===== src/pkg/loop_pkg.sv =====
// Constants and types shared by the block-repeat logic
package loop_pkg;
   // ******************************
   // Encodings
   // ******************************
   localparam logic [15:0] OP_SAVE = 16'hfff0;
   localparam logic [15:0] OP_RESTORE = 16'hfff1;
   localparam logic [15:0] RPT_MASK = 16'hff80;
   localparam logic [15:0] RPT_PATTERN = 16'hb500;
   localparam logic [15:0] OPERAND_MASK = 16'hff00;
   // ******************************
   // Field layout and widths
   // ******************************
   localparam int SIZE_W = 7;
   localparam int CNT_W = 16;
   localparam int LOC_W = 8;
   localparam int RPT_WORDS = 2;
   localparam int RPT_CYCLES = 4;
   // Saved word: {size, count, start, shadow, active}
   localparam int ACTIVE_OFS = 0;
   localparam int SHADOW_OFS = 1;
   // ******************************
   // Reset values
   // ******************************
   localparam logic [CNT_W-1:0] CNT_RST = 16'h0000;
   localparam logic [SIZE_W-1:0] SIZE_RST = 7'h00;
   typedef enum logic [1:0] {ST_IDLE, ST_OPERAND, ST_FETCH, ST_LOAD} rpt_state_t;
endpackage : loop_pkg


===== src/block_repeat.sv =====
// Zero-overhead block-repeat controller with loop-state save, restore and shadow
`timescale 1ns/10ps
// What this block does
// - Word fff1 reloads the loop state from the stack.
// - Word fff0 writes the loop state onto the stack.
// - Save and restore each finish in one cycle.
// - Repeat is two words: b5 prefix plus size, then zero byte plus location.
// - Repeat count is a 16-bit value read from the operand location.
// - Count N gives N+1 passes of the block.
// - Repeat costs four cycles first pass, zero thereafter.
// - These three instructions leave all vector status flags unchanged.
// - Interrupt entry copies loop active into the shadow bit.
// - Interrupt entry then clears loop active.
// - Interrupt return copies shadow into active, then clears shadow.
// - Loop active clears when the final pass reaches the end label.
module block_repeat
   import loop_pkg::*;
#(
   parameter int ADDR_W = 22
)
(
   input wire logic I_CLOCK,
   input wire logic I_NRST,
   input wire logic i_instr_valid,
   input wire logic [15:0] i_instr_word,
   input wire logic [ADDR_W-1:0] i_instr_addr,
   input wire logic [CNT_W-1:0] i_cnt_data,
   input wire logic i_fetch_valid,
   input wire logic [ADDR_W-1:0] i_fetch_addr,
   input wire logic i_int_taken,
   input wire logic i_int_return,
   input wire logic [2+SIZE_W+CNT_W+ADDR_W-1:0] i_pop_data,
   output logic o_stall,
   output logic o_flags_hold,
   output logic o_cnt_req,
   output logic [LOC_W-1:0] o_cnt_loc,
   output logic o_push_valid,
   output logic [2+SIZE_W+CNT_W+ADDR_W-1:0] o_push_data,
   output logic o_pop_req,
   output logic o_redirect,
   output logic [ADDR_W-1:0] o_redirect_addr,
   output logic o_loop_active,
   output logic o_loop_shadow,
   output logic [CNT_W-1:0] o_remaining
);
   localparam int STATE_W = 2 + SIZE_W + CNT_W + ADDR_W;
   localparam int CNT_OFS = ADDR_W;
   localparam int SIZE_OFS = ADDR_W + CNT_W;

   generate
      if (ADDR_W < SIZE_W + 1 || ADDR_W > 32)
      begin : g_bad_addr
         $error("block_repeat: ADDR_W out of range");
      end
   endgenerate

   // ******************************
   // Decode
   // ******************************
   logic dec_save;
   logic dec_restore;
   logic dec_rpt;
   logic dec_operand_ok;
   logic [SIZE_W-1:0] dec_size;
   logic [LOC_W-1:0] dec_loc;

   repeat_decode u_decode (
      .i_word(i_instr_word),
      .o_is_save(dec_save),
      .o_is_restore(dec_restore),
      .o_is_rpt(dec_rpt),
      .o_operand_ok(dec_operand_ok),
      .o_size(dec_size),
      .o_loc(dec_loc)
   );

   // ******************************
   // State
   // ******************************
   rpt_state_t state_reg, state_next;
   logic active_reg, active_next;
   logic shadow_reg, shadow_next;
   logic [SIZE_W-1:0] size_reg, size_next;
   logic [CNT_W-1:0] count_reg, count_next;
   logic [ADDR_W-1:0] start_reg, start_next;
   logic [LOC_W-1:0] loc_reg, loc_next;

   logic in_idle;
   logic do_save;
   logic do_restore;
   logic at_end;
   logic [ADDR_W-1:0] end_addr;

   assign in_idle = (state_reg == ST_IDLE);
   assign do_save = in_idle && i_instr_valid && dec_save;
   assign do_restore = in_idle && i_instr_valid && dec_restore;
   // End label sits right after the last block word
   assign end_addr = start_reg + ADDR_W'(size_reg);
   assign at_end = active_reg && i_fetch_valid && (i_fetch_addr == end_addr);

   always_comb
   begin
      state_next = state_reg;
      active_next = active_reg;
      shadow_next = shadow_reg;
      size_next = size_reg;
      count_next = count_reg;
      start_next = start_reg;
      loc_next = loc_reg;
      case (state_reg)
         ST_IDLE:
         begin
            if (i_instr_valid && dec_rpt)
            begin
               state_next = ST_OPERAND;
               size_next = dec_size;
               start_next = i_instr_addr + ADDR_W'(RPT_WORDS);
            end
         end
         ST_OPERAND:
         begin
            // A malformed second word abandons the repeat quietly
            if (i_instr_valid)
            begin
               state_next = dec_operand_ok ? ST_FETCH : ST_IDLE;
               loc_next = dec_loc;
            end
         end
         ST_FETCH:
            state_next = ST_LOAD;
         ST_LOAD:
         begin
            // A new repeat simply replaces any loop in flight
            state_next = ST_IDLE;
            count_next = i_cnt_data;
            active_next = 1'h1;
         end
         default:
            state_next = ST_IDLE;
      endcase
      // Loop end outranks nothing the core does in the same cycle
      if (at_end && state_reg != ST_LOAD)
      begin
         if (count_reg != CNT_RST)
            count_next = count_reg - CNT_W'(1);
         else
            active_next = 1'h0;
      end
      if (i_int_return)
      begin
         active_next = shadow_reg;
         shadow_next = 1'h0;
      end
      if (i_int_taken)
      begin
         shadow_next = active_next;
         active_next = 1'h0;
      end
      // Restore wins: software has interrupts masked around it
      if (do_restore)
      begin
         active_next = i_pop_data[ACTIVE_OFS];
         shadow_next = i_pop_data[SHADOW_OFS];
         start_next = i_pop_data[2 +: ADDR_W];
         count_next = i_pop_data[2+CNT_OFS +: CNT_W];
         size_next = i_pop_data[2+SIZE_OFS +: SIZE_W];
      end
   end

   always_ff @(posedge I_CLOCK or negedge I_NRST)
   begin
      if (!I_NRST)
      begin
         state_reg <= ST_IDLE;
         active_reg <= 1'h0;
         shadow_reg <= 1'h0;
         size_reg <= SIZE_RST;
         count_reg <= CNT_RST;
         start_reg <= '0;
         loc_reg <= '0;
      end
      else
      begin
         state_reg <= state_next;
         active_reg <= active_next;
         shadow_reg <= shadow_next;
         size_reg <= size_next;
         count_reg <= count_next;
         start_reg <= start_next;
         loc_reg <= loc_next;
      end
   end

   // ******************************
   // Outputs
   // ******************************
   assign o_stall = (state_reg == ST_FETCH) || (state_reg == ST_LOAD);
   assign o_cnt_req = (state_reg == ST_FETCH);
   assign o_cnt_loc = loc_reg;
   assign o_push_valid = do_save;
   assign o_push_data = {size_reg, count_reg, start_reg, shadow_reg, active_reg};
   assign o_pop_req = do_restore;
   // Status flags are never written by repeat, save or restore
   assign o_flags_hold = do_save || do_restore || !in_idle
      || (i_instr_valid && dec_rpt);
   assign o_redirect = at_end && (count_reg != CNT_RST) && state_reg != ST_LOAD;
   assign o_redirect_addr = start_reg;
   assign o_loop_active = active_reg;
   assign o_loop_shadow = shadow_reg;
   assign o_remaining = count_reg;

   // ******************************
   // Checks
   // ******************************
   logic quiet;
   assign quiet = !i_int_taken && !i_int_return && !do_restore;

   chk_save_pulse: assert property (@(posedge I_CLOCK) disable iff (!I_NRST)
      in_idle && i_instr_valid && i_instr_word == 16'hfff0 |-> o_push_valid && !o_stall)
      else $error("save word not pushed in one cycle");
   chk_restore_load: assert property (@(posedge I_CLOCK) disable iff (!I_NRST)
      o_pop_req |=> active_reg == $past(i_pop_data[0]) && state_reg == ST_IDLE)
      else $error("restore did not reload loop state");
   chk_repeat_timing: assert property (@(posedge I_CLOCK) disable iff (!I_NRST)
      state_reg == ST_OPERAND && i_instr_valid && dec_operand_ok
      |=> o_cnt_req ##1 o_stall && !o_cnt_req ##1 in_idle)
      else $error("repeat setup not four cycles");
   chk_count_load: assert property (@(posedge I_CLOCK) disable iff (!I_NRST)
      state_reg == ST_LOAD && quiet |=> active_reg && count_reg == $past(i_cnt_data))
      else $error("count not loaded");
   chk_jump_back: assert property (@(posedge I_CLOCK) disable iff (!I_NRST)
      at_end && count_reg != 16'h0000 && in_idle && quiet
      |-> o_redirect ##1 count_reg == $past(count_reg) - 16'h0001 && active_reg)
      else $error("block end did not jump back");
   chk_final_pass: assert property (@(posedge I_CLOCK) disable iff (!I_NRST)
      at_end && count_reg == 16'h0000 && in_idle && quiet |-> !o_redirect ##1 !active_reg)
      else $error("final pass did not end loop");
   chk_int_entry: assert property (@(posedge I_CLOCK) disable iff (!I_NRST)
      i_int_taken && !i_int_return && !do_restore && !at_end && in_idle
      |=> shadow_reg == $past(active_reg) && !active_reg)
      else $error("interrupt entry shadow wrong");
   chk_int_exit: assert property (@(posedge I_CLOCK) disable iff (!I_NRST)
      i_int_return && !i_int_taken && !do_restore |=> active_reg == $past(shadow_reg)
      && !shadow_reg)
      else $error("interrupt return shadow wrong");
   chk_flag_hold: assert property (@(posedge I_CLOCK) disable iff (!I_NRST)
      in_idle && i_instr_valid && (i_instr_word & RPT_MASK) == RPT_PATTERN
      |-> o_flags_hold ##1 o_flags_hold)
      else $error("flags not held during repeat");

   cov_full_loop: cover property (@(posedge I_CLOCK) disable iff (!I_NRST)
      o_redirect ##[1:200] (at_end && count_reg == 16'h0000));
   cov_int_nested: cover property (@(posedge I_CLOCK) disable iff (!I_NRST)
      (i_int_taken && active_reg) ##[1:100] i_int_return);
   cov_save_restore: cover property (@(posedge I_CLOCK) disable iff (!I_NRST)
      o_push_valid ##[1:50] o_pop_req);
endmodule : block_repeat


===== src/repeat_decode.sv =====
// Opcode decoder for the block-repeat and loop-state save/restore words
`timescale 1ns/10ps
module repeat_decode
   import loop_pkg::*;
(
   input wire logic [15:0] i_word,
   output logic o_is_save,
   output logic o_is_restore,
   output logic o_is_rpt,
   output logic o_operand_ok,
   output logic [SIZE_W-1:0] o_size,
   output logic [LOC_W-1:0] o_loc
);
   assign o_is_save = (i_word == OP_SAVE);
   assign o_is_restore = (i_word == OP_RESTORE);
   assign o_is_rpt = ((i_word & RPT_MASK) == RPT_PATTERN);
   assign o_operand_ok = ((i_word & OPERAND_MASK) == 16'h0000);
   assign o_size = i_word[SIZE_W-1:0];
   assign o_loc = i_word[LOC_W-1:0];
endmodule : repeat_decode


===== config.mk =====
export PLATFORM = sky130hd
export DESIGN_NAME = block_repeat
export DESIGN_NICKNAME = d
export VERILOG_FILES = /design/src/pkg/loop_pkg.sv /design/src/block_repeat.sv /design/src/repeat_decode.sv
export SDC_FILE = /design/constraint.sdc
export NUM_CORES = 1
export LEC_CHECK = 0
export BUFFER_PORTS_ARGS = -buffer_cell sky130_fd_sc_hd__buf_2
export CORE_UTILIZATION = 52
export CTS_BUF_LIST = sky130_fd_sc_hd__clkbuf_2 sky130_fd_sc_hd__clkbuf_4 sky130_fd_sc_hd__clkbuf_8
export DETAILED_ROUTE_END_ITERATION = 16
export PLACE_DENSITY = 0.89
export SLEW_MARGIN = 10
export SYNTH_ARGS = -nofsm -noshare
export SYNTH_HDL_FRONTEND = slang
export SYNTH_SLANG_ARGS = --single-unit

===== constraint.sdc =====
create_clock -name I_CLOCK -period 10.3 [get_ports I_CLOCK]
set_input_delay 3.09 -clock I_CLOCK [delete_from_list [all_inputs] [get_ports I_CLOCK]]
set_output_delay 3.09 -clock I_CLOCK [all_outputs]
set_load 0.005 [all_outputs]

==> run_results.csv, run 1 <==
group,metric,value,unit
status,outcome,"finished, final reports clean",
sta,fmax,0.120,GHz
placed_design,dpl.hpwl,11100,µm
run,cap_violations,0,
clock_network,ctsResizeCount,0,
floorplan,start_util,54.1,%
final_layout,final_core_util,67.1,%
floorplan,die_h,97.5,µm
routing,wl_per_cell,16.2,µm
floorplan,core.rowCount,34,
clock_network,cts_sinks,57,
pwr,powerDensity,105,mW/mm²
routing,drt_wl_total,14300,µm
pwr,p_switching,178,µW
logic_synthesis,synth_most_common_cell,"nand2_1",
logic_synthesis,netlist_area,0.00474,mm²
pwr,clock_power_share,39.1,%
logic_synthesis,synthCells,589,
routing,dr.pass1.iters,5,
logic_synthesis,yosysWarnings,0,
logic_synthesis,seq_area_frac_synth,30.1,%
clock_network,cts_root_buffer,"clkbuf_8",
logic_synthesis,synth-async-reset-ratio,100,%
sta,fin_tns_setup,0,ps
worst_setup_path,path_buf_inv,3,
worst_setup_path,path_class,"input port to output pin",
pwr,pwr-share-seq,41.6,%
pwr,comb_power_share,19.3,%
sta,slew_violations,0,
worst_setup_path,start_kind,"input port",
placed_design,place_area,0.00565,mm²
routing,drcViolationCount,0,
pwr,p_leak,0.00290,µW
floorplan,die_x,97.5,µm
placed_design,port_buffers,229,
sta,setup_viol,0,
routing,drt_iter0_markers,259,
logic_synthesis,synth_common_cells,"83 x nand2_1, 57 x dfrtp_1, 54 x o21ai_0",
floorplan,pin_count,230,
floorplan,core_area,0.00876,mm²
clock_network,insertion_delay,360,ps
sta,slew_headroom,46.8,%
routing,viasPerCell,5.82,
worst_setup_path,crit_required,7210,ps
final_layout,largest_register_ffs,22,
sta,worst_pin_slew,798,ps
final_layout,post_route_cells_drive_above_1_share,35.9,%
clock_network,cts_hold_buf,0,
worst_setup_path,slowest_delay,590,ps
logic_synthesis,syn_nets,729,
final_layout,stdcell_area,0.00588,mm²
routing,ant_nets,0,
floorplan,die_area,0.00950,mm²
worst_setup_path,critical_path.max_fanout,8,
grt,antenna_found_initial,0,
clock_network,ctsLongestPathBuffers,2,
pwr,ir_drop,0.124,mV
logic_synthesis,synthTopCellsByArea,"dfrtp_1 30%, nand2_1 6.6%, buf_4 6.5%, o21ai_0 5.7%, xnor2_1 5.4%",
logic_synthesis,ys_types,62,
worst_setup_path,cp_top_family,"simple AND/OR/NAND/NOR gates",
pwr,switching_share,28.6,%
sta,rsz0062_at_grt,"false",
sta,period_share,81.1,%
logic_synthesis,netlist.top_cell.by_area,"dfrtp_1",
routing,vias,5155,
placed_design,gp_congestion,0.902,
sta,clock_skew,17.2,ps
grt,grt_pass1_vias,4879,
clock_network,htreeDepth,3,
clock_network,numCtsBuffers,9,
worst_setup_path,end_kind,"output pin",
final_layout,area_delta_synth_final,24.2,%
clock_network,cts_tree,"yes",
worst_setup_path,path_cells,"buf_2 -> xor2_1 -> a21boi_0 -> o2111ai_1 -> nor4_1 -> nand4_1 -> nor4_1 -> nand2_1 -> inv_2 -> buf_2",
logic_synthesis,synth_edf_count,0,
clock_network,cts.reportedPaths.clkPinSlew,70,ps
worst_setup_path,cp_slowest_cell,"nor4_1",
grt,gr-usage-all-layers,29.5,%
sta,period_needed,8350,ps
grt,grt_max_degree,58,
final_layout,num-nets-final,912,
logic_synthesis,yosys.area.top_type_share,30.1,%
logic_synthesis,yosys_most_used_dff,"dfrtp_1",
logic_synthesis,syn_avg_cell_area,8.05,µm²
final_layout,antenna_cells,0,
grt,grt_pass1_wl,22700,µm
worst_hold_path,hp-class,"register to register",
pwr,p_int,443,µW
logic_synthesis,ys_ff_latch,57,
sta,whs,491,ps
sta,hold_viol_final,0,
worst_setup_path,arrival,5260,ps
clock_network,cts_setup_buffers,0,
grt,grt_overflow_total,0,
## area by class of cell
cell class / count / area (µm²)
Fill cell: 744 / 2880
Multi-Input combinational cell: 456 / 2870
Sequential cell: 57 / 1430
Timing Repair Buffer: 232 / 1170
Tap cell: 108 / 135
Clock buffer: 9 / 124
Clock inverter: 7 / 101
Inverter: 16 / 60.1
## worst reg2reg max path, stage by stage (launching register included)
cell and delay (ps):
dfrtp_1 420, ha_1 260, fa_1 430, a211oi_1 510
o21ai_0 350, nand2_1 230, xor2_1 90, o211a_1 280
or4_4 510, nor4_4 600, mux2_2 400, o21ai_0 140
## kinds of logic after synthesis
group	synth area share, %
muxes	3.67
adders and majority gates	3.06
xor gates and xnor gates	9.42
buffers and inverters	9.74
and+or+nand+nor	25.0
AOI/OAI and AO/OA	19.0
DFF	30.1
## metrics by stage
step           std cells  total power, µW  worst slack [ps]
4_1_cts              885              623              1960
2_1_floorplan        589              317              2250
5_1_grt              885              648              1770
6_report             885              621              1950
3_5_place_dp         869              381              1980
3_3_place_gp         869              377              2030
## cells in the final DEF (no fill, tap or decap), types with 15 or more instances in the layout
cell     instances
buf_2          229
a21oi_1         31
xnor2_1         29
nand2_1         83
nor2_1          41
o21ai_0         53
nor3_1          18
inv_1           15
xor2_1          22
dfrtp_1         57
nand3_1         19
## power by group through the flow
stage          combinational (µW)  sequential [µW]  clock, µW
6_report                      120              258        243
2_1_floorplan                55.2              261          0
3_5_place_dp                  119              262          0
3_3_place_gp                  116              261          0
5_1_grt                       133              260        255
4_1_cts                       120              258        246
## per-layer routing
metal	GRT usage, %	routed length [µm]	part of all wire [%]
met2	51.0	7190	50
met4	10.7	269	1.9
met3	5.32	958	6.7
met5	0	0	0
met1	36.5	5930	41
## worst paths after layout
| kind | startpoint | to | slack, ps | cells after the start |
|---|---|---|---|---|
| setup / recovery | i_fetch_addr[10] | o_redirect | 1950 | 10 |
| setup reg to reg | o_redirect_addr[0]$_DFFE_PN0P_ | o_remaining[1]$_DFF_PN0_ | 6020 | 11 |
| max in group asynchronous | I_NRST | o_redirect_addr[9]$_DFFE_PN0P_ | 6930 | 2 |
| hold / removal | o_cnt_loc[0]$_DFFE_PN0P_ | o_cnt_loc[0]$_DFFE_PN0P_ | 490 | 2 |
| hold reg to reg | o_cnt_loc[0]$_DFFE_PN0P_ | o_cnt_loc[0]$_DFFE_PN0P_ | 490 | 2 |
| min in group asynchronous | I_NRST | o_loop_active$_DFF_PN0_ | 2860 | 2 |
Power figures use the tool's default switching activity.
==> inputs of run 2 (changes only) <==
- CORE_UTILIZATION: 52 -> 44
- PLACE_DENSITY: 0.89 -> 0.8
- clock period: 10.3 -> 7.68 ns (I/O delays scaled with it)
==> run 2 against run 1 <==
Sequential share of layout area hardly changed. Total power is 28% higher. Setup slack worse by 1100 ps. Hold slack worse by 5.7 ps. Routed wire length is 2.0% lower. Global-route usage is 4.2 points lower. Die area is 18% higher. Final cell count is 3.3% higher. First-iteration DRC count is 9.7% lower. Clock-buffer cell count is 2 higher. Register-to-register slack worse by 2400 ps. Via count is 3.5% lower. Critical path type unchanged.
==> run_results.csv, run 2 (same netlist as run 1, synthesis figures left out) <==
group,metric,value,unit
worst_setup_path,arrival,4520,ps
routing,vias,4975,
grt,gr-usage-all-layers,25.2,%
routing,wl_per_cell,15.4,µm
clock_network,cts_hold_buf,0,
placed_design,gp_congestion,0.889,
routing,drt_wl_total,14100,µm
sta,period_needed,6820,ps
clock_network,cts_root_buffer,"clkbuf_8",
floorplan,pin_count,230,
final_layout,largest_register_ffs,22,
clock_network,ctsResizeCount,0,
worst_setup_path,crit_required,5380,ps
sta,slew_violations,0,
sta,period_share,88.8,%
pwr,p_total,792,µW
placed_design,dpl.hpwl,11000,µm
worst_setup_path,path_buf_inv,3,
status,outcome,"finished, final reports clean",
run,cap_violations,0,
pwr,powerDensity,135,mW/mm²
worst_setup_path,slowest_delay,590,ps
final_layout,nFillCells,1022,
routing,dr.pass1.iters,5,
sta,setup_viol,0,
final_layout,mostFrequentLayoutCells,"229 x buf_2, 83 x nand2_1, 57 x dfrtp_1",
clock_network,htreeDepth,3,
grt,grt_pass1_wl,22500,µm
routing,drcViolationCount,0,
pwr,ir_drop,0.0925,mV
clock_network,ctsLongestPathBuffers,2,
clock_network,numCtsBuffers,9,
sta,fmax,0.147,GHz
final_layout,area_delta_synth_final,24.3,%
final_layout,multi_input_area,0.00286,mm²
clock_network,cts_tree,"yes",
worst_setup_path,end_kind,"output pin",
grt,antenna_found_initial,0,
clock_network,cts_sinks,57,
sta,slew_headroom,40.2,%
worst_setup_path,start_kind,"input port",
floorplan,start_util,45.7,%
sta,hold_viol_final,0,
grt,grt_max_degree,58,
pwr,p_leak,0.00290,µW
floorplan,die_area,0.0112,mm²
grt,grt_overflow_total,0,
grt,grt_pass1_vias,4581,
worst_setup_path,critical_path.max_fanout,8,
floorplan,core.rowCount,37,
sta,rsz0062_at_grt,"false",
final_layout,antenna_cells,0,
final_layout,seqCellArea,0.00143,mm²
worst_setup_path,cp_slowest_cell,"nor4_1",
sta,clock_skew,7.19,ps
final_layout,post_route_cells_drive_above_1_share,36.0,%
routing,ant_nets,0,
floorplan,die_x,106,µm
worst_setup_path,path_class,"input port to output pin",
clock_network,cts.reportedPaths.clkPinSlew,70,ps
final_layout,final_common_cell,"buf_2",
worst_setup_path,path_cells,"buf_2 -> xor2_1 -> a21boi_0 -> o2111ai_1 -> nor4_1 -> nand4_1 -> nor4_1 -> nand2_1 -> inv_2 -> buf_2",
placed_design,port_buffers,229,
worst_setup_path,startpoint,"i_fetch_addr[10]",
floorplan,core_area,0.0104,mm²
routing,viasPerCell,5.44,
worst_hold_path,worstHoldStart,"o_cnt_loc[0]$_DFFE_PN0P_",
floorplan,die_h,106,µm
worst_setup_path,cp_top_family,"simple AND/OR/NAND/NOR gates",
clock_network,insertion_delay,340,ps
worst_hold_path,hp-class,"register to register",
worst_setup_path,r2r_start,"o_redirect_addr[0]$_DFFE_PN0P_",
clock_network,cts_setup_buffers,0,
routing,drt_iter0_markers,234,
final_layout,num-nets-final,913,
sta,fin_tns_setup,0,ps
sta,worst_pin_slew,897,ps
## run 2: cell types whose count changed in the layout (fill, tap and decap cells not counted)
cell        previous run  this run
o21ai_2                0         1
clkbuf_4               0         2
o21ai_4                1         0
inv_6                  2         0
bufinv_16              2         1
clkinvlp_4             2         1
buf_4                  3         4
clkinv_2               0         2
## run 2: routing by layer
layer  GRT usage (%)  up-vias  share of wire (%)
met3            4.08       11                6.8
met2            43.0      215                 49
met4            7.14        0               0.85
met1            32.9     2298                 43
li1                -     2451                  -
met5               0        -                  0
## run 2: final cells by class
class                      count  share of cell area (%)
timing repair buffer         233                    20.0
tap                          136                    2.89
multi-input combinational    456                    48.6
inverter                      16                    1.02
sequential                    57                    24.2
clock buffer                  11                    2.36
clock inverter                 5                   0.956
## run 2: path summary, 6_finish.rpt
check / end / slack (ps) / cells past startpoint
max: o_redirect / 860 / 10
max in group asynchronous: o_redirect_addr[12]$_DFFE_PN0P_ / 5070 / 2
min: o_cnt_loc[0]$_DFFE_PN0P_ / 490 / 2
min reg2reg: o_cnt_loc[0]$_DFFE_PN0P_ / 490 / 2
max reg2reg: o_remaining[1]$_DFF_PN0_ / 3600 / 11
min in group asynchronous: o_remaining[11]$_DFF_PN0_ / 2100 / 2
## run 2: per-stage QoR
step / hold WS (ps) / utilization [%] / cell area, µm² / setup slack (ps) / std cells
2_1_floorplan: 473 / - / 4740 / 1210 / 589
5_1_grt: 521 / 56.8 / 5890 / 591 / 914
3_5_place_dp: 473 / 54.9 / 5690 / 887 / 898
3_3_place_gp: 461 / 54.9 / 5690 / 941 / 898
6_report: 485 / 56.8 / 5890 / 858 / 914
4_1_cts: 487 / 56.8 / 5890 / 887 / 914
## run 2: where the power goes
group	switching [µW]	leakage, µW	internal, µW
clock network	131	0.000100	157
logic	75.1	0.00206	83.1
registers	20.4	0.000739	326
total	227	0.00290	565
## run 2: tightest hold or removal path, cell delays in order, from the launching register on
cell and delay [ps]:
dfrtp_1 340, nand2_1 40, o21ai_0 60
